==> config.mk <==
export PLATFORM = sky130hd
export DESIGN_NAME = csfb_flag_bank
export DESIGN_NICKNAME = d
export VERILOG_FILES = /design/src/rtl/csfb_pkg.sv /design/src/rtl/csfb_flag_bank.sv /design/src/rtl/csfb_user_clock.sv
export SDC_FILE = /design/constraint.sdc
export NUM_CORES = 1
export LEC_CHECK = 0
export ABC_CLOCK_PERIOD_IN_PS = 4100
export BUFFER_PORTS_ARGS = -buffer_cell sky130_fd_sc_hd__buf_2
export CAP_MARGIN = 20
export CORE_MARGIN = 2
export CORE_UTILIZATION = 63
export CTS_BUF_LIST = sky130_fd_sc_hd__clkbuf_2 sky130_fd_sc_hd__clkbuf_4 sky130_fd_sc_hd__clkbuf_8
export DETAILED_ROUTE_END_ITERATION = 12
export GPL_TIMING_DRIVEN = 0
export PLACE_DENSITY_LB_ADDON = 0.25
export SLEW_MARGIN = 25
export SYNTH_ARGS = -nofsm -noshare
export SYNTH_HDL_FRONTEND = slang
export SYNTH_SLANG_ARGS = --single-unit
==> constraint.sdc <==
create_clock -name SYS_CLK_IN -period 4.1 [get_ports SYS_CLK_IN]
set_input_delay 0.41 -clock SYS_CLK_IN [delete_from_list [all_inputs] [get_ports SYS_CLK_IN]]
set_output_delay 0.41 -clock SYS_CLK_IN [all_outputs]
set_load 0.005 [all_outputs]
==> src/rtl/csfb_pkg.sv <==
// package of constants for the controller status flag bank
package csfb_pkg;
    // --------------------------------------------------------------
    // timing base
    // --------------------------------------------------------------
    localparam int unsigned CLK_HZ = 10000000;
    localparam int unsigned TICK_MS_HZ = 1000;
    // cycles per 1 ms tick, rounded down (shortest time)
    localparam int unsigned TICK_MS_CYC = CLK_HZ / TICK_MS_HZ;
    // square-wave periods in ms, bit 0 is the fastest
    localparam int unsigned PER_20MS = 20;
    localparam int unsigned PER_100MS = 100;
    localparam int unsigned PER_200MS = 200;
    localparam int unsigned PER_1S = 1000;
    localparam int unsigned PER_2S = 2000;
    localparam int unsigned PER_10S = 10000;
    localparam int unsigned PER_20S = 20000;
    localparam int unsigned PER_60S = 60000;
    localparam int unsigned NUM_WAVES = 8;
    localparam int unsigned NUM_USER_CLK = 8;
    localparam int unsigned IO_ERR_W = 32;
    localparam int unsigned ERR_CODE_W = 16;
    localparam int unsigned SCAN_CNT_W = 16;
    localparam int unsigned DATA_W = 16;
    // reset values
    localparam logic [15:0] ERR_CODE_RST = 16'h0000;
    localparam logic [31:0] IO_ERR_RST = 32'h0000_0000;
    // operating modes
    typedef enum logic [1:0] {
        CSFB_MODE_PROGRAM,
        CSFB_MODE_RUN,
        CSFB_MODE_PAUSE
    } csfb_mode_t;
endpackage

==> src/rtl/csfb_flag_bank.sv <==
// top of the controller status flag bank
`timescale 1ns/1ps
module csfb_flag_bank #(
    parameter int unsigned TICK_CYC = csfb_pkg::TICK_MS_CYC,
    parameter int unsigned DATA_W = csfb_pkg::DATA_W,
    parameter int unsigned CNT_W = csfb_pkg::SCAN_CNT_W
) (
    input wire logic SYS_CLK_IN,
    input wire logic RST_N_IN,
    // cpu state, same clock domain
    input wire logic [1:0] MODE_IN,
    input wire logic REMOTE_IN,
    input wire logic STOP_EXEC_IN,
    input wire logic SCAN_END_IN,
    // error events and levels
    input wire logic FATAL_ERR_IN,
    input wire logic WARN_ERR_IN,
    input wire logic SCAN_WATCHDOG_EXP_IN,
    input wire logic ERR_CLR_IN,
    input wire logic [31:0] IO_CHANGE_IN,
    input wire logic IO_ERR_CLR_IN,
    input wire logic BATT_LOW_PIN_IN,
    input wire logic BACKUP_OK_IN,
    input wire logic RTC_BAD_WRITE_IN,
    input wire logic EDIT_ACTIVE_IN,
    input wire logic EDIT_FAIL_IN,
    input wire logic ERR_CODE_WE_IN,
    input wire logic [15:0] ERR_CODE_IN,
    // user clock setup instruction
    input wire logic UCLK_LOAD_IN,
    input wire logic [2:0] UCLK_SEL_IN,
    input wire logic [CNT_W-1:0] UCLK_N1_IN,
    input wire logic [CNT_W-1:0] UCLK_N2_IN,
    // arithmetic result strobe
    input wire logic ALU_DONE_IN,
    input wire logic ALU_ERR_IN,
    input wire logic [DATA_W-1:0] ALU_RESULT_IN,
    input wire logic ALU_CARRY_IN,
    input wire logic OP_ERR_LATCH_CLR_IN,
    input wire logic OUTPUTS_OFF_EXEC_IN,
    // compare instruction strobe
    input wire logic COMPARE_INSTRUCTION_IN,
    input wire logic COMPARE_SIGNED_IN,
    input wire logic [DATA_W-1:0] CMP_S1_IN,
    input wire logic [DATA_W-1:0] CMP_S2_IN,
    // flag outputs
    output logic RUN_MODE_OUT,
    output logic PROGRAM_MODE_OUT,
    output logic PAUSE_MODE_OUT,
    output logic REMOTE_MODE_OUT,
    output logic STOP_EXEC_OUT,
    output logic ALWAYS_ON_OUT,
    output logic ALWAYS_OFF_OUT,
    output logic FIRST_SCAN_ON_OUT,
    output logic FIRST_SCAN_OFF_OUT,
    output logic SCAN_TOGGLE_OUT,
    output logic FATAL_ERR_OUT,
    output logic WARN_ERR_OUT,
    output logic SCAN_WATCHDOG_ERR_OUT,
    output logic IO_ERR_ANY_OUT,
    output logic BATT_FAULT_OUT,
    output logic BACKUP_GOOD_OUT,
    output logic CAL_DATA_ERR_OUT,
    output logic EDIT_ACTIVE_OUT,
    output logic EDIT_ERR_OUT,
    output logic [31:0] IO_ERR_OUT,
    output logic [15:0] ERR_CODE_OUT,
    output logic [7:0] CYCLE_CLK_OUT,
    output logic [7:0] USER_CLK_OUT,
    output logic OP_ERR_OUT,
    output logic ZERO_OUT,
    output logic CARRY_OUT,
    output logic OUTPUTS_OFF_OUT,
    output logic OP_ERR_LATCH_OUT,
    output logic COMPARE_LESS_OUT,
    output logic COMPARE_LESS_OR_SAME_OUT,
    output logic COMPARE_SAME_OUT,
    output logic COMPARE_GREATER_OUT,
    output logic COMPARE_GREATER_OR_SAME_OUT,
    output logic COMPARE_NOT_SAME_OUT
);
    // ----------------------------------------------------------
    // helpers
    // ----------------------------------------------------------
    // last count of a half period of a square wave, in 1 ms ticks
    function automatic logic [15:0] csfb_half(input int unsigned period_ms);
        csfb_half = 16'((period_ms / 2) - 1);
    endfunction

    // signed or unsigned less-than used by the lt, le, gt and ge compare flags
    function automatic logic csfb_less(input logic [DATA_W-1:0] a,
                                       input logic [DATA_W-1:0] b,
                                       input logic sgn);
        if (sgn) begin
            csfb_less = $signed(a) < $signed(b);
        end else begin
            csfb_less = a < b;
        end
    endfunction

    localparam logic [15:0] HALF_TAB [8] = '{
        csfb_half(csfb_pkg::PER_20MS), csfb_half(csfb_pkg::PER_100MS),
        csfb_half(csfb_pkg::PER_200MS), csfb_half(csfb_pkg::PER_1S),
        csfb_half(csfb_pkg::PER_2S), csfb_half(csfb_pkg::PER_10S),
        csfb_half(csfb_pkg::PER_20S), csfb_half(csfb_pkg::PER_60S)};

    // ----------------------------------------------------------
    // state
    // ----------------------------------------------------------
    typedef struct packed {
        logic batt_meta;
        logic batt_sync;
        logic [2:0] mode_hot;
        logic remote;
        logic stop;
        logic first_scan;
        logic first_off;
        logic toggle;
        logic fatal;
        logic warn;
        logic wdog;
        logic [31:0] io_err;
        logic io_any;
        logic batt;
        logic backup;
        logic cal_err;
        logic edit;
        logic edit_err;
        logic [15:0] err_code;
        logic [23:0] tick_cnt;
        logic [7:0][15:0] wave_cnt;
        logic [7:0] wave;
        logic op_err;
        logic zero;
        logic carry;
        logic outs_off;
        logic op_latch;
        logic [5:0] cmp;
    } csfb_state_t;

    csfb_state_t st_reg;
    csfb_state_t st_next;
    logic tick_ms;
    logic [7:0] uclk;
    logic cmp_lt;
    logic cmp_eq;

    assign tick_ms = (st_reg.tick_cnt == 24'(TICK_CYC - 1));
    assign cmp_lt = csfb_less(CMP_S1_IN, CMP_S2_IN, COMPARE_SIGNED_IN);
    assign cmp_eq = (CMP_S1_IN == CMP_S2_IN);

    // ----------------------------------------------------------
    // user clocks
    // ----------------------------------------------------------
    // each instance is loaded only when the setup instruction selects it
    for (genvar g = 0; g < 8; g++) begin : g_uclk
        csfb_user_clock #(
            .CNT_W(CNT_W)
        ) u_uclk (
            .clk_in(SYS_CLK_IN),
            .rst_n_in(RST_N_IN),
            .scan_end_in(SCAN_END_IN),
            .load_in(UCLK_LOAD_IN && (UCLK_SEL_IN == 3'(g))),
            .n1_in(UCLK_N1_IN),
            .n2_in(UCLK_N2_IN),
            .flag_out(uclk[g])
        );
    end

    // ----------------------------------------------------------
    // next-state logic
    // ----------------------------------------------------------
    always_comb begin
        st_next = st_reg;
        // battery monitor level arrives from a pin, two stages first
        st_next.batt_meta = BATT_LOW_PIN_IN;
        st_next.batt_sync = st_reg.batt_meta;
        st_next.batt = st_reg.batt_sync;
        // mode and status levels follow their sources
        st_next.mode_hot[0] = (MODE_IN == 2'(csfb_pkg::CSFB_MODE_RUN));
        st_next.mode_hot[1] = (MODE_IN == 2'(csfb_pkg::CSFB_MODE_PROGRAM));
        st_next.mode_hot[2] = (MODE_IN == 2'(csfb_pkg::CSFB_MODE_PAUSE));
        st_next.remote = REMOTE_IN;
        st_next.stop = STOP_EXEC_IN;
        st_next.backup = BACKUP_OK_IN;
        st_next.edit = EDIT_ACTIVE_IN;
        // scan-based flags
        if (SCAN_END_IN) begin
            st_next.first_scan = 1'b0;
            st_next.first_off = 1'b1;
            st_next.toggle = ~st_reg.toggle;
        end
        // error flags are sticky; a new event wins over a clear
        if (ERR_CLR_IN) begin
            st_next.fatal = 1'b0;
            st_next.warn = 1'b0;
            st_next.wdog = 1'b0;
            st_next.cal_err = 1'b0;
            st_next.edit_err = 1'b0;
        end
        if (FATAL_ERR_IN) begin
            st_next.fatal = 1'b1;
        end
        if (WARN_ERR_IN) begin
            st_next.warn = 1'b1;
        end
        if (SCAN_WATCHDOG_EXP_IN) begin
            st_next.wdog = 1'b1;
        end
        if (RTC_BAD_WRITE_IN) begin
            st_next.cal_err = 1'b1;
        end
        if (EDIT_FAIL_IN) begin
            st_next.edit_err = 1'b1;
        end
        // per-module field, insertion or removal marks the slot
        st_next.io_err = (IO_ERR_CLR_IN ? 32'h0000_0000 : st_reg.io_err)
            | IO_CHANGE_IN;
        st_next.io_any = |st_next.io_err;
        if (ERR_CODE_WE_IN) begin
            st_next.err_code = ERR_CODE_IN;
        end
        // millisecond base and square waves
        st_next.tick_cnt = tick_ms ? 24'h00_0000 : st_reg.tick_cnt + 24'h00_0001;
        if (tick_ms) begin
            for (int i = 0; i < 8; i++) begin
                if (st_reg.wave_cnt[i] == HALF_TAB[i]) begin
                    st_next.wave_cnt[i] = 16'h0000;
                    st_next.wave[i] = ~st_reg.wave[i];
                end else begin
                    st_next.wave_cnt[i] = st_reg.wave_cnt[i] + 16'h0001;
                end
            end
        end
        // arithmetic result flags update on each completed operation
        if (ALU_DONE_IN) begin
            st_next.op_err = ALU_ERR_IN;
            st_next.zero = (ALU_RESULT_IN == '0);
            st_next.carry = ALU_CARRY_IN;
        end
        if (OP_ERR_LATCH_CLR_IN) begin
            st_next.op_latch = 1'b0;
        end
        if (ALU_DONE_IN && ALU_ERR_IN) begin
            st_next.op_latch = 1'b1;
        end
        if (OUTPUTS_OFF_EXEC_IN) begin
            st_next.outs_off = 1'b1;
        end
        // compare flags: lt, le, eq, gt, ge, ne
        if (COMPARE_INSTRUCTION_IN) begin
            st_next.cmp[0] = cmp_lt;
            st_next.cmp[1] = cmp_lt | cmp_eq;
            st_next.cmp[2] = cmp_eq;
            st_next.cmp[3] = ~cmp_lt & ~cmp_eq;
            st_next.cmp[4] = ~cmp_lt;
            st_next.cmp[5] = ~cmp_eq;
        end
    end

    // ----------------------------------------------------------
    // state register
    // ----------------------------------------------------------
    always_ff @(posedge SYS_CLK_IN or negedge RST_N_IN) begin
        if (!RST_N_IN) begin
            st_reg <= '0;
            st_reg.mode_hot[1] <= 1'b1;
            st_reg.first_scan <= 1'b1;
            st_reg.io_err <= csfb_pkg::IO_ERR_RST;
            st_reg.err_code <= csfb_pkg::ERR_CODE_RST;
        end else begin
            st_reg <= st_next;
        end
    end

    // user clock flags registered again so every output but the two constants is a flop
    logic [7:0] uclk_reg;
    always_ff @(posedge SYS_CLK_IN or negedge RST_N_IN) begin
        if (!RST_N_IN) begin
            uclk_reg <= 8'h00;
        end else begin
            uclk_reg <= uclk;
        end
    end

    // ----------------------------------------------------------
    // outputs
    // ----------------------------------------------------------
    // mode flags are own flops; code 3 shows none
    assign RUN_MODE_OUT = st_reg.mode_hot[0];
    assign PROGRAM_MODE_OUT = st_reg.mode_hot[1];
    assign PAUSE_MODE_OUT = st_reg.mode_hot[2];
    assign REMOTE_MODE_OUT = st_reg.remote;
    assign STOP_EXEC_OUT = st_reg.stop;
    assign ALWAYS_ON_OUT = 1'b1;
    assign ALWAYS_OFF_OUT = 1'b0;
    assign FIRST_SCAN_ON_OUT = st_reg.first_scan;
    assign FIRST_SCAN_OFF_OUT = st_reg.first_off;
    assign SCAN_TOGGLE_OUT = st_reg.toggle;
    assign FATAL_ERR_OUT = st_reg.fatal;
    assign WARN_ERR_OUT = st_reg.warn;
    assign SCAN_WATCHDOG_ERR_OUT = st_reg.wdog;
    assign IO_ERR_ANY_OUT = st_reg.io_any;
    assign BATT_FAULT_OUT = st_reg.batt;
    assign BACKUP_GOOD_OUT = st_reg.backup;
    assign CAL_DATA_ERR_OUT = st_reg.cal_err;
    assign EDIT_ACTIVE_OUT = st_reg.edit;
    assign EDIT_ERR_OUT = st_reg.edit_err;
    assign IO_ERR_OUT = st_reg.io_err;
    assign ERR_CODE_OUT = st_reg.err_code;
    assign CYCLE_CLK_OUT = st_reg.wave;
    assign USER_CLK_OUT = uclk_reg;
    assign OP_ERR_OUT = st_reg.op_err;
    assign ZERO_OUT = st_reg.zero;
    assign CARRY_OUT = st_reg.carry;
    assign OUTPUTS_OFF_OUT = st_reg.outs_off;
    assign OP_ERR_LATCH_OUT = st_reg.op_latch;
    assign COMPARE_LESS_OUT = st_reg.cmp[0];
    assign COMPARE_LESS_OR_SAME_OUT = st_reg.cmp[1];
    assign COMPARE_SAME_OUT = st_reg.cmp[2];
    assign COMPARE_GREATER_OUT = st_reg.cmp[3];
    assign COMPARE_GREATER_OR_SAME_OUT = st_reg.cmp[4];
    assign COMPARE_NOT_SAME_OUT = st_reg.cmp[5];
endmodule

==> src/rtl/csfb_user_clock.sv <==
// one user clock flag: high n1 scans, low n2 scans, repeating
`timescale 1ns/1ps
module csfb_user_clock #(
    parameter int unsigned CNT_W = 16
) (
    input wire logic clk_in,
    input wire logic rst_n_in,
    input wire logic scan_end_in,
    input wire logic load_in,
    input wire logic [CNT_W-1:0] n1_in,
    input wire logic [CNT_W-1:0] n2_in,
    output logic flag_out
);
    typedef struct packed {
        logic [CNT_W-1:0] n1;
        logic [CNT_W-1:0] n2;
        logic [CNT_W-1:0] cnt;
        logic level;
        logic active;
    } csfb_uclk_t;

    csfb_uclk_t st_reg;
    csfb_uclk_t st_next;

    // ----------------------------------------------------------
    // scan counting
    // ----------------------------------------------------------
    // a zero count is treated as one scan so the flag never stalls
    always_comb begin
        st_next = st_reg;
        if (load_in) begin
            st_next.n1 = n1_in;
            st_next.n2 = n2_in;
            st_next.cnt = '0;
            st_next.level = 1'b1;
            st_next.active = 1'b1;
        end else if (scan_end_in && st_reg.active) begin
            if (st_reg.level) begin
                if ((st_reg.cnt + 1'b1) >= st_reg.n1) begin
                    st_next.level = 1'b0;
                    st_next.cnt = '0;
                end else begin
                    st_next.cnt = st_reg.cnt + 1'b1;
                end
            end else begin
                if ((st_reg.cnt + 1'b1) >= st_reg.n2) begin
                    st_next.level = 1'b1;
                    st_next.cnt = '0;
                end else begin
                    st_next.cnt = st_reg.cnt + 1'b1;
                end
            end
        end
    end

    // state register
    always_ff @(posedge clk_in or negedge rst_n_in) begin
        if (!rst_n_in) begin
            st_reg <= '0;
        end else begin
            st_reg <= st_next;
        end
    end

    assign flag_out = st_reg.level;
endmodule

==> results.json <==
{
  "synth_area_leaders": "dfrtp_1 (47%), ha_1 (11%), mux2_2 (5.0%), nand2_1 (4.8%), o21ai_0 (4.2%)",
  "synth.yosys.seq_area_share_pct": 46.9,
  "synth_cells": 3498,
  "overflow": 0,
  "die_area_um2": 56600,
  "dr.pass1.iters": 6,
  "crit_buf_inv": 2,
  "htreeDepth": 3,
  "vias_per_cell": 5.69,
  "worstPathMaxFanout": 10,
  "cts_buffer_depth": 3,
  "routabilityCongestion": 0.878,
  "ir_drop_uv": 257,
  "dieWidth_um": 238,
  "post-route-period-util_pct": 91.8,
  "syn_area_um2": 34400,
  "criticalPathCategory": "reg2reg",
  "totalWireLength_mm": 84.3,
  "die_h_um": 238,
  "yosys_warnings": 0,
  "grt_pass1_wl_mm": 137,
  "worstPathRequired_ps": 4670,
  "grt_max_degree": 94,
  "relSlewSlack_pct": 34.7,
  "final_layout_size_suffix_gt1_share_pct": 17.6,
  "drc": 0,
  "ioPinCount": 251,
  "worstPathCellList": "ha_1 > and2_1 > nor2b_1 > nand3_1 > xor2_1 > inv_1 > ha_1 > nand4_1 > or4_1 > a21oi_1 > a2111oi_0 > o21a_1 > a22oi_2 > clkbuf_4 > o22ai_1",
  "cts_tree": "done",
  "worst_pin_slew_ps": 972,
  "rows": 85,
  "r2r_slack_ps": 340,
  "initial_core_util_pct": 63.9,
  "fin_worst_skew_ps": 24.0,
  "dominantRegCellSynth": "dfrtp_1",
  "path_delay_family": "simple AND/OR/NAND/NOR gates",
  "rsz0062_at_grt": "no",
  "io_buffers": 242,
  "status": "completed",
  "arrival_ps": 4340,
  "cp_slowest_stage_delay_ps": 530,
  "finalSetupViolCount": 0,
  "ys_ff_latch": 646,
  "path_common_cell": "ha_1",
  "power.leakage_nw": 20.2,
  "cp-start-kind": "flip-flop",
  "grt_pass1_vias": 26600,
  "drtAntennaViolNets": 0,
  "ys_async_sr_fraction_pct": 100,
  "clock_sinks": 646,
  "hold_path_class": "in2reg",
  "area_delta_synth_final_pct": 15.7,
  "final_nets": 4375,
  "cp-end-kind": "flip-flop",
  "yosysTopAreaCellShare_pct": 46.8,
  "dp_hpwl_mm": 56.5,
  "numCtsBuffers": 106,
  "syn-num-nets": 3946,
  "report.power.total_mw": 17.3,
  "placed_cell_area_um2": 36700,
  "drt_iter0_drc": 1887,
  "cp_slowest_cell": "or4_1",
  "dr_total_vias": 26800,
  "drv_slew": 0,
  "finalCriticalPeriod_ps": 3760,
  "fin_tns_setup_ps": 0,
  "fin_area_um2": 39800,
  "fmax_ghz": 0.266,
  "clock_latency_ps": 710,
  "finish.utilization_pct": 73.9,
  "yosysTopAreaCell": "dfrtp_1",
  "routedWlPerCell_um": 17.9,
  "powerDensity_nw_per_um2": 433,
  "synth_edf_count": 0,
  "synthDistinctLibCells": 70,
  "cts-root-buf": "clkbuf_8",
  "diodes": 0,
  "hold_viol_final": 0,
  "synth_area_per_cell_um2": 9.85,
  "antenna_found_initial": 1,
  "largest_register_ffs": 392,
  "cap_violations": 0,
  "coreArea_um2": 53900,
  "grt_usage_pct": 30.3,
  "clk_pin_slew_worst_paths_ps": 70
}
[metal layers]
metal	global-route usage [%]	wire length, um	up-vias
li1	-	-	12800
met1	41.6	37100	13000
met2	49.0	38900	842
met3	4.92	5200	234
met4	11.4	3040	0
met5	0	0	-
[per-stage QoR]
stage | setup slack [ps] | instances | hold WS, ps
floorplan | 772 | 3498 | 114
global placement | -10800 | 4436 | 333
detailed placement | -150 | 4443 | 346
CTS | 2.13 | 4713 | 25.9
global route | 0.242 | 4713 | 81.2
finish | 336 | 4713 | 90.7
[layout by cell type (no fill, tap or decap), types with 9 or more instances in the layout]
| cell | count |
|---|---|
| buf_2 | 243 |
| a21oi_1 | 116 |
| buf_4 | 58 |
| nand2b_1 | 56 |
| and4_1 | 16 |
| clkbuf_8 | 135 |
| clkbuf_4 | 38 |
| or2_2 | 24 |
| dfrtp_1 | 643 |
| o211ai_1 | 9 |
| clkinv_2 | 18 |
| mux2_2 | 154 |
| or4_1 | 9 |
| nor2_1 | 124 |
| nand3_1 | 123 |
| nand4_1 | 61 |
| a31oi_1 | 13 |
| nor3_1 | 30 |
| ha_1 | 291 |
| dlygate4sd3_1 | 72 |
| and3_1 | 77 |
| nor2b_1 | 16 |
| o31ai_1 | 19 |
| inv_1 | 364 |
| a21o_1 | 89 |
| nand2_1 | 438 |
| o21ai_0 | 290 |
| clkbuf_1 | 74 |
| a2111oi_0 | 9 |
| nor4_1 | 22 |
| or3_1 | 13 |
| xor2_1 | 66 |
| o21a_1 | 23 |
| xnor2_1 | 131 |
| and2_1 | 17 |
[worst paths after layout]
check	from	cells past startpoint	endpoint
hold reg to reg	st_next[236]	0	st_next[191]
hold / removal	COMPARE_INSTRUCTION_IN	2	COMPARE_GREATER_OUT
min in group asynchronous	RST_N_IN	2	g_uclk[7].u_uclk.st_reg[47]
setup / recovery	g_uclk[4].u_uclk.st_reg[2]	15	g_uclk[4].u_uclk.st_reg[10]
setup reg to reg	g_uclk[4].u_uclk.st_reg[2]	15	g_uclk[4].u_uclk.st_reg[10]
max in group asynchronous	RST_N_IN	5	ZERO_OUT
[cells in the mapped netlist, drive strengths merged, types with 7 or more instances]
cell type,count
a211oi,8
and2,18
nor4b,9
a22o,8
nand3,123
mux2,154
o21a,23
a31oi,13
and3,77
buf,63
ha,291
or3,14
nand4,61
a21oi,118
and4,16
or4,9
nor2,125
xor2,66
dfrtp,644
or2,24
nand2b,56
o211ai,9
clkbuf,77
a22oi,7
o21ai,291
nor4,24
a2111oi,9
a21o,89
nand2,438
xnor2,131
nor2b,17
nor3,33
inv,364
o31ai,19
[layout make-up]
class | instances | area, um2
multi-input combinational | 2348 | 16200
sequential | 646 | 16200
fill | 3797 | 14100
clock buffer | 172 | 2140
timing repair buffer | 321 | 2130
inverter | 364 | 1370
tap | 696 | 871
buffer | 140 | 752
clock inverter | 26 | 199
[timing repair]
item / 4_1_cts / 5_1_grt
resized for setup: 2 / 12
setup endpoints to repair: 20 / 37
endpoints found under the hold margin: 144 / 0
setup buffers: 0 / 0
hold buffers: 72 / 0
[report_power, final]
| part | internal (mW) | switching (mW) | leakage (nW) |
|---|---|---|---|
| Sequential | 7.15 | 0.481 | 8.16 |
| Clock | 3.43 | 2.65 | 1.25 |
| Combinational | 1.57 | 1.97 | 10.8 |
| Total | 12.1 | 5.10 | 20.2 |
[cell families after synthesis]
logic type / after synthesis / synth area share, %
buffers and inverters: 504 / 6.13
and+or+nand+nor: 1061 / 15.0
AOI/OAI and AO/OA: 641 / 11.2
other: 2 / 0.0218
adders and majority gates: 291 / 10.6
xor gates and xnor gates: 197 / 5.01
DFF: 646 / 46.9
muxes: 156 / 5.09
(Power assumes the default switching activity.)
